--- src/verilog/diom_defines.svh ---
// register map, field positions and reset values of the pin multiplexer
`ifndef DIOM_DEFINES_SVH
`define DIOM_DEFINES_SVH
`define DIOM_NPINS 21
`define DIOM_NFUNC 23
`define DIOM_DIR_OFF 12'h000
`define DIOM_OUT_OFF 12'h004
`define DIOM_IN_OFF 12'h008
`define DIOM_PULL_OFF 12'h00c
`define DIOM_FEN_OFF 12'h010
`define DIOM_IEN_OFF 12'h014
`define DIOM_STAT_OFF 12'h018
`define DIOM_CLR_OFF 12'h01c
`define DIOM_CTRL_OFF 12'h020
`define DIOM_PULL_RST 21'h1fffff
`define DIOM_PI_RST 19'h60003
`define DIOM_CTRL_SLEEP 0
`define DIOM_CTRL_SWRST 1
`define DIOM_F_SEL3 0
`define DIOM_F_SEL4 1
`define DIOM_F_RADIO 2
`define DIOM_F_UA 3
`define DIOM_F_JTA 4
`define DIOM_F_TAGATE 5
`define DIOM_F_PCB 6
`define DIOM_F_TACAP 7
`define DIOM_F_SLOWX 8
`define DIOM_F_SLOWE 9
`define DIOM_F_TAPWM 10
`define DIOM_F_TBGATE 11
`define DIOM_F_TCPWM 12
`define DIOM_F_TBCAP 13
`define DIOM_F_ANT 14
`define DIOM_F_AUDIO 15
`define DIOM_F_TWI 16
`define DIOM_F_PSLV 17
`define DIOM_F_UBFLOW 18
`define DIOM_F_UB 19
`define DIOM_F_JTB 20
`define DIOM_F_TBPWM 21
`define DIOM_F_SPARE 22
`endif

--- src/verilog/diom_pkg.sv ---
// types shared by the pin multiplexer
package diom_pkg;
  typedef logic [20:0] diom_pins_t;
  typedef enum logic [4:0] {
    PI_UA_CTS, PI_UA_RXD, PI_JTCK, PI_JTMS, PI_JTDI, PI_TA_GATE, PI_PCB,
    PI_TA_CAP, PI_SLOW_IN, PI_TB_GATE, PI_TB_CAP, PI_AUD_IN, PI_TW_CLK,
    PI_TW_DAT, PI_PS_CLK, PI_PS_DIN, PI_PS_SEL, PI_UB_CTS, PI_UB_RXD
  } diom_pi_t;
  typedef enum logic {PS_RUN, PS_SLEEP} diom_pwr_t;
endpackage : diom_pkg

--- src/verilog/diom_top.sv ---
// general pin port with alternate-function multiplexing and apb registers
//
// Behaviour
// - the reset pin is active low both ways and the block pulls it low on internal reset.
// - a pin in its primary role is input or output as software direction says.
// - a pin takes a secondary role only when its peripheral is enabled, which overrides direction.
// - in a secondary role peripheral inputs are never driven and outputs always are, except the two-wire lines, driven only when pulling low.
// - each pull-up has its own enable, independent of role, all enabled after reset.
// - during reset all peripherals are off and every pin is an undriven input.
// - on sleep entry each pin's direction and level are held until wake-up.
// - an input pin with its interrupt enabled raises a wake-up request in sleep.
// - pins 2 and 3 carry serial selects three and four or radio receive and transmit control.
// - pins 4 to 7 carry first uart cts, rts, txd, rxd or jtag tck, tms, tdo, tdi.
// - pins 8 to 10 carry timer a gate or pulse count b, capture or slow clock, pwm or crystal.
// - pins 11 to 13 carry timer b gate or timer c pwm, capture, pwm, antenna and audio.
// - pins 14 to 16 carry the two-wire clock and data or the peripheral slave port.
// - pins 17 and 18 carry second uart flow, slave select and irq, audio or jtag.
// - pins 19 and 20 carry second uart txd and rxd or jtag tdo and tdi.
//
// Added by the designer: the placing of the registers and the APB interface to the registers.
`timescale 1ns/1ps
`include "diom_defines.svh"
module diom_top import diom_pkg::*; (
  input wire logic pclk,
  input wire logic presetn,
  input wire logic psel,
  input wire logic penable,
  input wire logic pwrite,
  input wire logic [11:0] paddr,
  input wire logic [31:0] pwdata,
  output logic [31:0] prdata,
  output logic pready,
  output logic pslverr,
  output logic irq,
  output logic wake_req,
  output logic sleep_active,
  input wire logic int_reset_req,
  input wire logic reset_pin_low_in,
  output logic reset_pin_low_out,
  output logic reset_pin_low_oe,
  output logic ext_reset_seen,
  input wire logic [20:0] general_pin_in,
  output logic [20:0] general_pin_out,
  output logic [20:0] general_pin_oe,
  output logic [20:0] general_pin_pullup,
  input wire logic serial_select_three,
  input wire logic serial_select_four,
  input wire logic radio_receive_ctrl,
  input wire logic radio_transmit_ctrl,
  input wire logic uart_a_rts,
  input wire logic uart_a_txd,
  input wire logic jtag_tdo,
  input wire logic timer_a_pwm_out,
  input wire logic slow_crystal_out,
  input wire logic timer_c_pwm_out,
  input wire logic timer_b_pwm_out,
  input wire logic antenna_div_out,
  input wire logic antenna_div_enable,
  input wire logic audio_word_select,
  input wire logic audio_bit_clock,
  input wire logic audio_data_out,
  input wire logic two_wire_clock_oe,
  input wire logic two_wire_data_oe,
  input wire logic periph_slave_data_out,
  input wire logic periph_slave_irq,
  input wire logic uart_b_rts,
  input wire logic uart_b_txd,
  output logic uart_a_cts,
  output logic uart_a_rxd,
  output logic jtag_tck,
  output logic jtag_tms,
  output logic jtag_tdi,
  output logic timer_a_clock_gate,
  output logic pulse_count_b_in,
  output logic timer_a_capture,
  output logic slow_clock_in,
  output logic timer_b_clock_gate,
  output logic timer_b_capture,
  output logic audio_data_in,
  output logic two_wire_clock_in,
  output logic two_wire_data_in,
  output logic periph_slave_clock,
  output logic periph_slave_data_in,
  output logic periph_slave_select,
  output logic uart_b_cts,
  output logic uart_b_rxd
);

  ////////////////////////////////////////////////////////////////////////////
  // registers and synchronisers
  diom_pins_t dir_ff, out_ff, pull_ff, ien_ff, stat_ff;
  logic [`DIOM_NFUNC-1:0] fen_ff;
  diom_pins_t sync1_ff, sync2_ff, prev_ff;
  diom_pins_t pin_out_ff, pin_oe_ff, nxt_pin_out, nxt_pin_oe, alt;
  logic [18:0] pi_ff, nxt_pi;
  logic rst1_ff, rst2_ff, swrst_ff, rstdrv_ff, wake_ff, irq_ff;
  diom_pwr_t pwr_ff;
  logic [31:0] prdata_ff;
  logic pready_ff, pslverr_ff;
  logic acc, wr, sleeping;
  diom_pins_t ev, p, wake_src;

  assign acc = psel & penable & ~pready_ff;
  assign wr = acc & pwrite;
  assign sleeping = (pwr_ff == PS_SLEEP);
  assign p = sync2_ff;

  function automatic logic hit(input logic [11:0] a, input logic [11:0] off);
    hit = (a == off);
  endfunction : hit

  // pins come from outside the clock domain
  always_ff @(posedge pclk or negedge presetn) begin
    if (!presetn) begin
      sync1_ff <= '0;
      sync2_ff <= '0;
      prev_ff <= '0;
      rst1_ff <= 1'b1;
      rst2_ff <= 1'b0;
    end else begin
      sync1_ff <= general_pin_in;
      sync2_ff <= sync1_ff;
      prev_ff <= sync2_ff;
      rst1_ff <= reset_pin_low_in;
      rst2_ff <= ~rst1_ff; // second stage holds a low pin as one, output stays a flop
    end
  end

  ////////////////////////////////////////////////////////////////////////////
  // software registers; enables off at reset so every peripheral is off
  always_ff @(posedge pclk or negedge presetn) begin
    if (!presetn) begin
      dir_ff <= '0;
      out_ff <= '0;
      pull_ff <= `DIOM_PULL_RST;
      fen_ff <= '0;
      ien_ff <= '0;
      swrst_ff <= 1'b0;
    end else if (wr) begin
      if (hit(paddr, `DIOM_DIR_OFF)) dir_ff <= pwdata[20:0];
      if (hit(paddr, `DIOM_OUT_OFF)) out_ff <= pwdata[20:0];
      if (hit(paddr, `DIOM_PULL_OFF)) pull_ff <= pwdata[20:0];
      if (hit(paddr, `DIOM_FEN_OFF)) fen_ff <= pwdata[`DIOM_NFUNC-1:0];
      if (hit(paddr, `DIOM_IEN_OFF)) ien_ff <= pwdata[20:0];
      if (hit(paddr, `DIOM_CTRL_OFF)) swrst_ff <= pwdata[`DIOM_CTRL_SWRST];
    end
  end

  ////////////////////////////////////////////////////////////////////////////
  // apb answer: one wait state, unmapped offsets give pslverr
  always_ff @(posedge pclk or negedge presetn) begin
    if (!presetn) begin
      pready_ff <= 1'b0;
      pslverr_ff <= 1'b0;
      prdata_ff <= '0;
    end else begin
      pready_ff <= acc;
      pslverr_ff <= acc & (paddr > `DIOM_CTRL_OFF || paddr[1:0] != 2'h0);
      prdata_ff <= '0;
      if (acc && !pwrite) begin
        case (paddr)
          `DIOM_DIR_OFF: prdata_ff <= {11'h0, dir_ff};
          `DIOM_OUT_OFF: prdata_ff <= {11'h0, out_ff};
          `DIOM_IN_OFF: prdata_ff <= {11'h0, p};
          `DIOM_PULL_OFF: prdata_ff <= {11'h0, pull_ff};
          `DIOM_FEN_OFF: prdata_ff <= {9'h0, fen_ff};
          `DIOM_IEN_OFF: prdata_ff <= {11'h0, ien_ff};
          `DIOM_STAT_OFF: prdata_ff <= {11'h0, stat_ff};
          `DIOM_CTRL_OFF: prdata_ff <= {30'h0, swrst_ff, sleeping};
          default: prdata_ff <= '0;
        endcase
      end
    end
  end

  ////////////////////////////////////////////////////////////////////////////
  // interrupt status: rising edge of an input pin, set wins over clear
  assign ev = p & ~prev_ff & ~dir_ff;
  assign wake_src = stat_ff & ien_ff & ~dir_ff;

  always_ff @(posedge pclk or negedge presetn) begin
    if (!presetn) begin
      stat_ff <= '0;
      irq_ff <= 1'b0;
    end else begin
      stat_ff <= (stat_ff & ~(wr && hit(paddr, `DIOM_CLR_OFF) ? pwdata[20:0] : 21'h0)) | ev;
      irq_ff <= |(stat_ff & ien_ff);
    end
  end

  ////////////////////////////////////////////////////////////////////////////
  // sleep: entered by software, left on an enabled input event
  always_ff @(posedge pclk or negedge presetn) begin
    if (!presetn) begin
      pwr_ff <= PS_RUN;
      wake_ff <= 1'b0;
    end else begin
      wake_ff <= 1'b0;
      case (pwr_ff)
        PS_RUN: begin
          if (wr && hit(paddr, `DIOM_CTRL_OFF) && pwdata[`DIOM_CTRL_SLEEP]) pwr_ff <= PS_SLEEP;
        end
        PS_SLEEP: begin
          if (|wake_src) begin
            pwr_ff <= PS_RUN;
            wake_ff <= 1'b1;
          end
        end
        default: pwr_ff <= PS_RUN;
      endcase
    end
  end

  ////////////////////////////////////////////////////////////////////////////
  // reset pin: driven low while any internal source asks
  always_ff @(posedge pclk or negedge presetn) begin
    if (!presetn) rstdrv_ff <= 1'b0;
    else rstdrv_ff <= int_reset_req | swrst_ff;
  end

  ////////////////////////////////////////////////////////////////////////////
  // function multiplexer; earlier branches win a shared pin
  always_comb begin
    nxt_pin_oe = dir_ff;
    nxt_pin_out = out_ff;
    alt = '0;
    nxt_pi = '0;
    nxt_pi[PI_UA_CTS] = 1'b1;
    nxt_pi[PI_UA_RXD] = 1'b1;
    nxt_pi[PI_UB_CTS] = 1'b1;
    nxt_pi[PI_UB_RXD] = 1'b1;
    // pins 2 and 3
    if (fen_ff[`DIOM_F_SEL3]) begin
      alt[2] = 1'b1; nxt_pin_oe[2] = 1'b1; nxt_pin_out[2] = serial_select_three;
    end else if (fen_ff[`DIOM_F_RADIO]) begin
      alt[2] = 1'b1; nxt_pin_oe[2] = 1'b1; nxt_pin_out[2] = radio_receive_ctrl;
    end
    if (fen_ff[`DIOM_F_SEL4]) begin
      alt[3] = 1'b1; nxt_pin_oe[3] = 1'b1; nxt_pin_out[3] = serial_select_four;
    end else if (fen_ff[`DIOM_F_RADIO]) begin
      alt[3] = 1'b1; nxt_pin_oe[3] = 1'b1; nxt_pin_out[3] = radio_transmit_ctrl;
    end
    // pins 4 to 7; jtag here only if the first uart is off, the second site has its own enable
    if (fen_ff[`DIOM_F_UA]) begin
      alt[7:4] = 4'hf;
      nxt_pin_oe[7:4] = 4'h6;
      nxt_pin_out[5] = uart_a_rts;
      nxt_pin_out[6] = uart_a_txd;
      nxt_pi[PI_UA_CTS] = p[4];
      nxt_pi[PI_UA_RXD] = p[7];
    end else if (fen_ff[`DIOM_F_JTA]) begin
      alt[7:4] = 4'hf;
      nxt_pin_oe[7:4] = 4'h4;
      nxt_pin_out[6] = jtag_tdo;
      nxt_pi[PI_JTCK] = p[4];
      nxt_pi[PI_JTMS] = p[5];
      nxt_pi[PI_JTDI] = p[7];
    end
    // pins 8 to 10
    if (fen_ff[`DIOM_F_TAGATE]) begin
      alt[8] = 1'b1; nxt_pin_oe[8] = 1'b0; nxt_pi[PI_TA_GATE] = p[8];
    end else if (fen_ff[`DIOM_F_PCB]) begin
      alt[8] = 1'b1; nxt_pin_oe[8] = 1'b0; nxt_pi[PI_PCB] = p[8];
    end
    if (fen_ff[`DIOM_F_TACAP]) begin
      alt[9] = 1'b1; nxt_pin_oe[9] = 1'b0; nxt_pi[PI_TA_CAP] = p[9];
    end else if (fen_ff[`DIOM_F_SLOWX] | fen_ff[`DIOM_F_SLOWE]) begin
      alt[9] = 1'b1; nxt_pin_oe[9] = 1'b0; nxt_pi[PI_SLOW_IN] = p[9];
    end
    if (fen_ff[`DIOM_F_TAPWM]) begin
      alt[10] = 1'b1; nxt_pin_oe[10] = 1'b1; nxt_pin_out[10] = timer_a_pwm_out;
    end else if (fen_ff[`DIOM_F_SLOWX]) begin
      alt[10] = 1'b1; nxt_pin_oe[10] = 1'b1; nxt_pin_out[10] = slow_crystal_out;
    end
    // pins 11 to 13
    if (fen_ff[`DIOM_F_TBGATE]) begin
      alt[11] = 1'b1; nxt_pin_oe[11] = 1'b0; nxt_pi[PI_TB_GATE] = p[11];
    end else if (fen_ff[`DIOM_F_TCPWM]) begin
      alt[11] = 1'b1; nxt_pin_oe[11] = 1'b1; nxt_pin_out[11] = timer_c_pwm_out;
    end
    if (fen_ff[`DIOM_F_TBCAP]) begin
      alt[12] = 1'b1; nxt_pin_oe[12] = 1'b0; nxt_pi[PI_TB_CAP] = p[12];
    end else if (fen_ff[`DIOM_F_ANT]) begin
      alt[12] = 1'b1; nxt_pin_oe[12] = 1'b1; nxt_pin_out[12] = antenna_div_out;
    end else if (fen_ff[`DIOM_F_AUDIO]) begin
      alt[12] = 1'b1; nxt_pin_oe[12] = 1'b1; nxt_pin_out[12] = audio_word_select;
    end
    if (fen_ff[`DIOM_F_TBPWM]) begin
      alt[13] = 1'b1; nxt_pin_oe[13] = 1'b1; nxt_pin_out[13] = timer_b_pwm_out;
    end else if (fen_ff[`DIOM_F_ANT]) begin
      alt[13] = 1'b1; nxt_pin_oe[13] = 1'b1; nxt_pin_out[13] = antenna_div_enable;
    end else if (fen_ff[`DIOM_F_AUDIO]) begin
      alt[13] = 1'b1; nxt_pin_oe[13] = 1'b0; nxt_pi[PI_AUD_IN] = p[13];
    end
    // pins 14 to 16; two-wire lines are open drain, only ever pulled low
    if (fen_ff[`DIOM_F_TWI]) begin
      alt[15:14] = 2'h3;
      nxt_pin_out[15:14] = 2'h0;
      nxt_pin_oe[14] = two_wire_clock_oe;
      nxt_pin_oe[15] = two_wire_data_oe;
      nxt_pi[PI_TW_CLK] = p[14];
      nxt_pi[PI_TW_DAT] = p[15];
    end else if (fen_ff[`DIOM_F_PSLV]) begin
      alt[15:14] = 2'h3;
      nxt_pin_oe[15:14] = 2'h2;
      nxt_pin_out[15] = periph_slave_data_out;
      nxt_pi[PI_PS_CLK] = p[14];
    end
    if (fen_ff[`DIOM_F_PSLV]) begin
      alt[16] = 1'b1; nxt_pin_oe[16] = 1'b0; nxt_pi[PI_PS_DIN] = p[16];
    end
    // pins 17 and 18
    if (fen_ff[`DIOM_F_UBFLOW]) begin
      alt[18:17] = 2'h3; nxt_pin_oe[18:17] = 2'h2;
      nxt_pin_out[18] = uart_b_rts; nxt_pi[PI_UB_CTS] = p[17];
    end else if (fen_ff[`DIOM_F_PSLV]) begin
      alt[18:17] = 2'h3; nxt_pin_oe[18:17] = 2'h2;
      nxt_pin_out[18] = periph_slave_irq; nxt_pi[PI_PS_SEL] = p[17];
    end else if (fen_ff[`DIOM_F_AUDIO]) begin
      alt[18:17] = 2'h3; nxt_pin_oe[18:17] = 2'h3;
      nxt_pin_out[17] = audio_bit_clock; nxt_pin_out[18] = audio_data_out;
    end else if (fen_ff[`DIOM_F_JTB] && !fen_ff[`DIOM_F_JTA]) begin
      alt[18:17] = 2'h3; nxt_pin_oe[18:17] = 2'h0;
      nxt_pi[PI_JTCK] = p[17]; nxt_pi[PI_JTMS] = p[18];
    end
    // pins 19 and 20
    if (fen_ff[`DIOM_F_UB]) begin
      alt[20:19] = 2'h3; nxt_pin_oe[20:19] = 2'h1;
      nxt_pin_out[19] = uart_b_txd; nxt_pi[PI_UB_RXD] = p[20];
    end else if (fen_ff[`DIOM_F_JTB] && !fen_ff[`DIOM_F_JTA]) begin
      alt[20:19] = 2'h3; nxt_pin_oe[20:19] = 2'h1;
      nxt_pin_out[19] = jtag_tdo; nxt_pi[PI_JTDI] = p[20];
    end
  end

  ////////////////////////////////////////////////////////////////////////////
  // pin drivers; frozen in sleep so the pads keep their last state
  always_ff @(posedge pclk or negedge presetn) begin
    if (!presetn) begin
      pin_oe_ff <= '0;
      pin_out_ff <= '0;
      pi_ff <= `DIOM_PI_RST; // uart cts and rxd idle high, no false start bit
    end else begin
      if (!sleeping) begin
        pin_oe_ff <= nxt_pin_oe;
        pin_out_ff <= nxt_pin_out;
      end
      pi_ff <= nxt_pi;
    end
  end

  assign general_pin_out = pin_out_ff;
  assign general_pin_oe = pin_oe_ff;
  assign general_pin_pullup = pull_ff;
  assign reset_pin_low_out = 1'b0;
  assign reset_pin_low_oe = rstdrv_ff;
  assign ext_reset_seen = rst2_ff;
  assign prdata = prdata_ff;
  assign pready = pready_ff;
  assign pslverr = pslverr_ff;
  assign irq = irq_ff;
  assign wake_req = wake_ff;
  assign sleep_active = (pwr_ff == PS_SLEEP);
  assign uart_a_cts = pi_ff[PI_UA_CTS];
  assign uart_a_rxd = pi_ff[PI_UA_RXD];
  assign jtag_tck = pi_ff[PI_JTCK];
  assign jtag_tms = pi_ff[PI_JTMS];
  assign jtag_tdi = pi_ff[PI_JTDI];
  assign timer_a_clock_gate = pi_ff[PI_TA_GATE];
  assign pulse_count_b_in = pi_ff[PI_PCB];
  assign timer_a_capture = pi_ff[PI_TA_CAP];
  assign slow_clock_in = pi_ff[PI_SLOW_IN];
  assign timer_b_clock_gate = pi_ff[PI_TB_GATE];
  assign timer_b_capture = pi_ff[PI_TB_CAP];
  assign audio_data_in = pi_ff[PI_AUD_IN];
  assign two_wire_clock_in = pi_ff[PI_TW_CLK];
  assign two_wire_data_in = pi_ff[PI_TW_DAT];
  assign periph_slave_clock = pi_ff[PI_PS_CLK];
  assign periph_slave_data_in = pi_ff[PI_PS_DIN];
  assign periph_slave_select = pi_ff[PI_PS_SEL];
  assign uart_b_cts = pi_ff[PI_UB_CTS];
  assign uart_b_rxd = pi_ff[PI_UB_RXD];
endmodule : diom_top

--- config.mk ---
export PLATFORM = sky130hd
export DESIGN_NAME = diom_top
export DESIGN_NICKNAME = d
export VERILOG_FILES = /design/src/verilog/diom_pkg.sv /design/src/verilog/diom_top.sv
export VERILOG_INCLUDE_DIRS = /design/src /design/src/verilog
export SDC_FILE = /design/constraint.sdc
export NUM_CORES = 1
export LEC_CHECK = 0
export BUFFER_PORTS_ARGS = -buffer_cell sky130_fd_sc_hd__buf_2
export CORE_MARGIN = 1
export CORE_UTILIZATION = 30
export DETAILED_ROUTE_END_ITERATION = 7
export GPL_TIMING_DRIVEN = 1
export MAX_ROUTING_LAYER = met4
export PLACE_DENSITY = 0.56
export SLEW_MARGIN = 15
export SYNTH_ARGS = -nofsm -noshare
export SYNTH_HDL_FRONTEND = slang
export SYNTH_SLANG_ARGS = --single-unit
--- constraint.sdc ---
create_clock -name pclk -period 2.4 [get_ports pclk]
set_input_delay 0.48 -clock pclk [delete_from_list [all_inputs] [get_ports pclk]]
set_output_delay 0.48 -clock pclk [all_outputs]
set_load 0.02 [all_outputs]
# Word level (Yosys, flattened, before mapping)
# Cells that the tools add are included.
# classes
n_lt_le_gt_ge	1
n_eq_ne	8
mux	91
bitwise_logic	18
n_reduce_logical	18
# ops
op	count
23-bit one-hot mux with 8 select lines	1
21-bit bitwise AND	5
1-bit 2-to-1 mux	68
21-bit NOT	3
12-bit by 5-bit == test with 1-bit output, second input constant	4
21-bit OR reduction	2
2-bit 2-to-1 mux	15
12-bit by 4-bit == test with 1-bit output, second input constant	2
23-bit 2-to-1 mux	1
21-bit 2-to-1 mux	1
21-bit bitwise OR	1
12-bit by 3-bit == test with 1-bit output, second input constant	1
12-bit by 6-bit == test with 1-bit output, second input constant	1
12-bit by 6-bit greater-than comparator with 1-bit output, second input constant	1
12-bit logical NOT	1
2-bit AND reduction	6
4-bit 2-to-1 mux	2
3-bit 2-to-1 mux	2
1-bit logical AND	5
1-bit bitwise AND	4
1-bit NOT	3
1-bit logical NOT	2
1-bit bitwise OR	2
1-bit one-hot mux with 2 select lines	1
other kinds (2)	2
# totals
ff_bits	293
input_bits	94
elab_cells	158

# Depth between registers and ports, before layout
# logic_depth
depth_word	8
depth_mapped	7

# Worst setup path before layout
# No wires, ideal clock.
# synth_timing
path_kind	input to register
startpoint	input port paddr[1]
endpoint	register fen_ff[10]
setup_time_ps	125
t_arrival_ps	2070
required_ps	2275
setup_slack_ps	205
path_stages	5
path_buffers	1
cell_sequence	or3_1 > or2_4 > nor4_4 > buf_6 > mux2_2
# synth_via
elab_chain_cells	2
# synth_rtl
item	line	source
from (decl)	diom_top.sv:29	input wire logic [11:0] paddr,
12-bit by 5-bit == test with 1-bit output	diom_top.sv:109	hit = (a == off);
2-bit AND reduction (no line)	--	
to (signal assigned)	diom_top.sv:143	if (hit(paddr, `DIOM_FEN_OFF)) fen_ff <= pwdata[`DIOM_NFUNC-1:0];
to (decl)	diom_top.sv:92	logic [`DIOM_NFUNC-1:0] fen_ff;
# No other way between the ends.
# A chain may end at the register's enable or synchronous reset.

# Final worst setup path
# layout_timing
startpoint	input port paddr[7]
endpoint	register prdata_ff[4], in the netlist prdata[4]
# layout_via
elab_chain_cells	3
# layout_rtl
item	line	source
12-bit by 6-bit == test with 1-bit output (tied with other cells)	diom_top.sv:161	case (paddr)
23-bit one-hot mux with 8 select lines (*)	diom_top.sv:161	
23-bit 2-to-1 mux (*)	diom_top.sv:160	if (acc && !pwrite) begin
to (signal assigned)	diom_top.sv:162	`DIOM_DIR_OFF: prdata_ff <= {11'h0, dir_ff};
to (signal assigned)	diom_top.sv:163	`DIOM_OUT_OFF: prdata_ff <= {11'h0, out_ff};
to (signal assigned)	diom_top.sv:164	`DIOM_IN_OFF: prdata_ff <= {11'h0, p};
to (decl)	diom_top.sv:98	logic [31:0] prdata_ff;
# Every way passes the cells marked *; elsewhere a longest branch is shown, timed or not.

==> impl_results.md <==
- I/O Buffers: 196
- Clk sinks: ~280
- #FFs+latches synth: ~280
- Total CTS buffers: 34
- Initial antenna violation count: 0
- Fin Clk Skew: 24.2 ps
- GRT Util Overall: ~20%
- Setup tns final: 0 ps
- Xor-xnor portion of the synthesized cell area: 0%
- Htree depth: 2
- Avg WL per Cell: 21.3 µm
- Largest cells by area after synthesis: dfrtp_1 (56%), mux2_2 (12%), dfstp_2 (5.9%), nand2_1 (3.4%), mux2i_1 (3.3%)
- Area of the multi-input gates: 0.00419 mm²
- Minimum clock period: between 1500 and 2000 ps
- Via count: 8405
- Worst slew margin: between 50% and 60%
- RR Startpoint: pready
- Min-Delay Path Class: in2reg
- Worst-Margin Slew: 612 ps
- Mean Syn Cell Area: 12.5 µm²
- Layout cells sized above 1: between 30% and 40%
- Core Area: around 0.038 mm²
- Synth Area in Compound Gates: approximately a tenth
- Asr flop ratio synth: between 90% and 100%
- Period utilisation layout: between 70% and 80%
- CTS tree: yes
- Mux cell area share after synthesis: 15.9%
- Fin cells: around 1700
- Fmax: between 500 and 600 MHz
- Setup WS post-layout: around 560 ps
- Top cell type's share of synthesized area: 55.8%
- Number of max-cap violations: 0
- Post-synth cell types: 52
- GR Overflow Total: 0
- Hold path start: reset_pin_low_in
- Clk slew on worst S/H paths: ~60 ps
- Fillers: around 3800
- Vert. Die Dim: approximately 200 µm
- # placed instances: 1640
- Worst Setup Start Kind: primary input
- Synth area leader: dfrtp_1
- Via density: 4.94
- Seq. cell area: around 0.0071 mm²
- I/O pins: about 220
- Cells after Synth: about 900
- Sequential-to-total area share from yosys stat: between 60 and 70%
- DP Wirelength: about 26000 µm
- Post-route DRC: 0
- DR iter-0 viols: 620
- Reg2reg path depth: 5
- Hold Path Stages: 1
- CP Max Fanout: 13
- Fin. Hold Viols: 0
- Capture point of the worst reg-to-reg path: ien_ff[2]
- Starting Density: a little under a third
- Synth Area in Simple Gates: between 10% and 20%
- Worst skew pair latency: 540 ps
- Setup CP Type: in2reg
- Worst VDD drop: about 0.47 mV
- PD cells: approximately 700 mW/mm²
- Die footprint: slightly below 0.04 mm²
- Main combinational cell family by area after synthesis: multiplexers
- EDFF count, synth: 0
- Die X: 198 µm
- CTS max path bufs: 3
- Primary FF master, synth: dfrtp_1
- Worst setup EP type: register
- P_leak: just under 0.007 µW
- Setup Slack @ Placement: between 20 and 25 ps
- Post-Syn Area: about 0.012 mm²
- Routed Wire Length: 36300 µm
- Synth warn: 0
- Vias in the first global route: 8745
- RD Place Congestion: between 0.8 and 0.9
- Hold endpoint: rst1_ff
- WP data required: 2880 ps
- Worst R2R Setup Slack: between 600 and 700 ps
- Largest net degree at the start of global routing: 68
- Adder-Cell Fraction of Synth Area: 0%
- Slew Limit Fails: 0
- Setup violators final: 0
- Site Rows: 71
- Area grow syn2layout: 27.0%
- Status: completed
- Post-CTS resize count: 0
- Drt pass-1 iters: 5
- Routed Antenna Nets: 0
- Unrepaired setup endpoints after global routing: false
- Arr. time, crit path: between 2000 and 2500 ps
- Nets: 1260
- Root buf cell: clkbuf_16
- Antenna diode count: 0
- First-pass GRT wire length: roughly 55000 µm
==> layout by cell type, fill, tap and decap left out, types with 8 or more instances in the layout <==
cell       count
dfrtp_1      257
buf_2        195
mux2_2       123
nand2_1      104
nor2_1        55
o21ai_0       45
buf_4         45
mux2i_1       38
clkbuf_16     35
a21oi_1       31
dfstp_2       26
a22oi_1       23
a22o_1        20
o22ai_1       17
and2_1        13
nor3_1        11
inv_1         10
conb_1        10
buf_12        10
nor4_1         8
==> through the flow <==
step	hold slack (ps)	total power, µW	utilization [%]	instance area (µm²)
final	40.6	10600	38.8	14700
after floorplan	184	5130	-	11600
after global routing	20.6	11000	38.8	14700
after detailed placement	336	5440	35.8	13500
after global placement	334	5430	35.8	13500
after CTS	12.4	10800	38.8	14700
==> layout make-up <==
| class | count | area share [%] |
|---|---|---|
| multi-input cells | 584 | 28.5 |
| flip-flops and latches | 284 | 48.6 |
| clock inverters | 17 | 1.36 |
| well taps | 511 | 4.35 |
| clock buffers | 44 | 6.46 |
| inverters | 10 | 0.255 |
| repair buffers | 252 | 10.5 |
==> timing repair <==
item | 4_1_cts | 5_1_grt
endpoints found under the hold margin | 55 | 0
hold buffers | 1 | 0
buffers inserted | 0 | 0
==> worst max path at each step <==
stage	from	end	slack [ps]
after CTS	sleep_active	sleep_active	530
after detailed placement	paddr[7]	prdata[4]	20
after global routing	paddr[7]	prdata[3]	480
after global placement	paddr[7]	prdata[4]	20
final	paddr[7]	prdata[4]	560
after floorplan	paddr[1]	fen_ff[10]	210
==> where the power goes <==
part	switching (µW)	internal (µW)	total [µW]
sequential	46.5	4860	4910
combinational	292	148	440
clock	2100	3150	5250
total	2440	8160	10600
==> cell families (layout without fill, tap and decap cells) <==
| group | after synthesis | in the layout |
|---|---|---|
| other cells | 1 | 10 |
| simple gates | 244 | 244 |
| flops | 284 | 284 |
| mux | 165 | 165 |
| compound gates | 165 | 165 |
| buf+inv | 66 | 323 |
==> Yosys cell counts (14+ instances only) <==
cell and instances:
a21oi_1 31, a22o_1 20, a22oi_1 23, buf_2 17, clkbuf_1 23, dfrtp_1 258, dfstp_2 26, mux2_2 123
mux2i_1 38, nand2_1 104, nor2_1 55, nor3_1 14, o21ai_0 45, o22ai_1 17
==> registers in the layout, summed over array words and instances (netlist names), 19 cells and up <==
| name | flops |
|---|---|
| ien_ff | 21 |
| sync1_ff | 21 |
| pi_ff | 19 |
| dir_ff | 21 |
| stat_ff | 21 |
| general_pin_oe | 21 |
| p | 21 |
| general_pin_pullup | 21 |
| general_pin_out | 21 |
| fen_ff | 23 |
| prdata | 23 |
| out_ff | 21 |
| prev_ff | 21 |
==> critical path: stages <==
cell and delay, ps:
buf_2 110, nor4_4 400, nand2_2 230, nor3_1 370, buf_4 340, a22oi_1 110
a21oi_1 160, buf_4 120
==> layer usage <==
metal	GRT usage [%]	wire length (µm)	up-vias
met5	-	0	-
li1	-	-	3785
met3	3.90	2330	58
met2	29.3	16600	310
met1	26.6	16500	4252
met4	6.32	916	0
No activity file was read; power rests on OpenSTA's default activity.
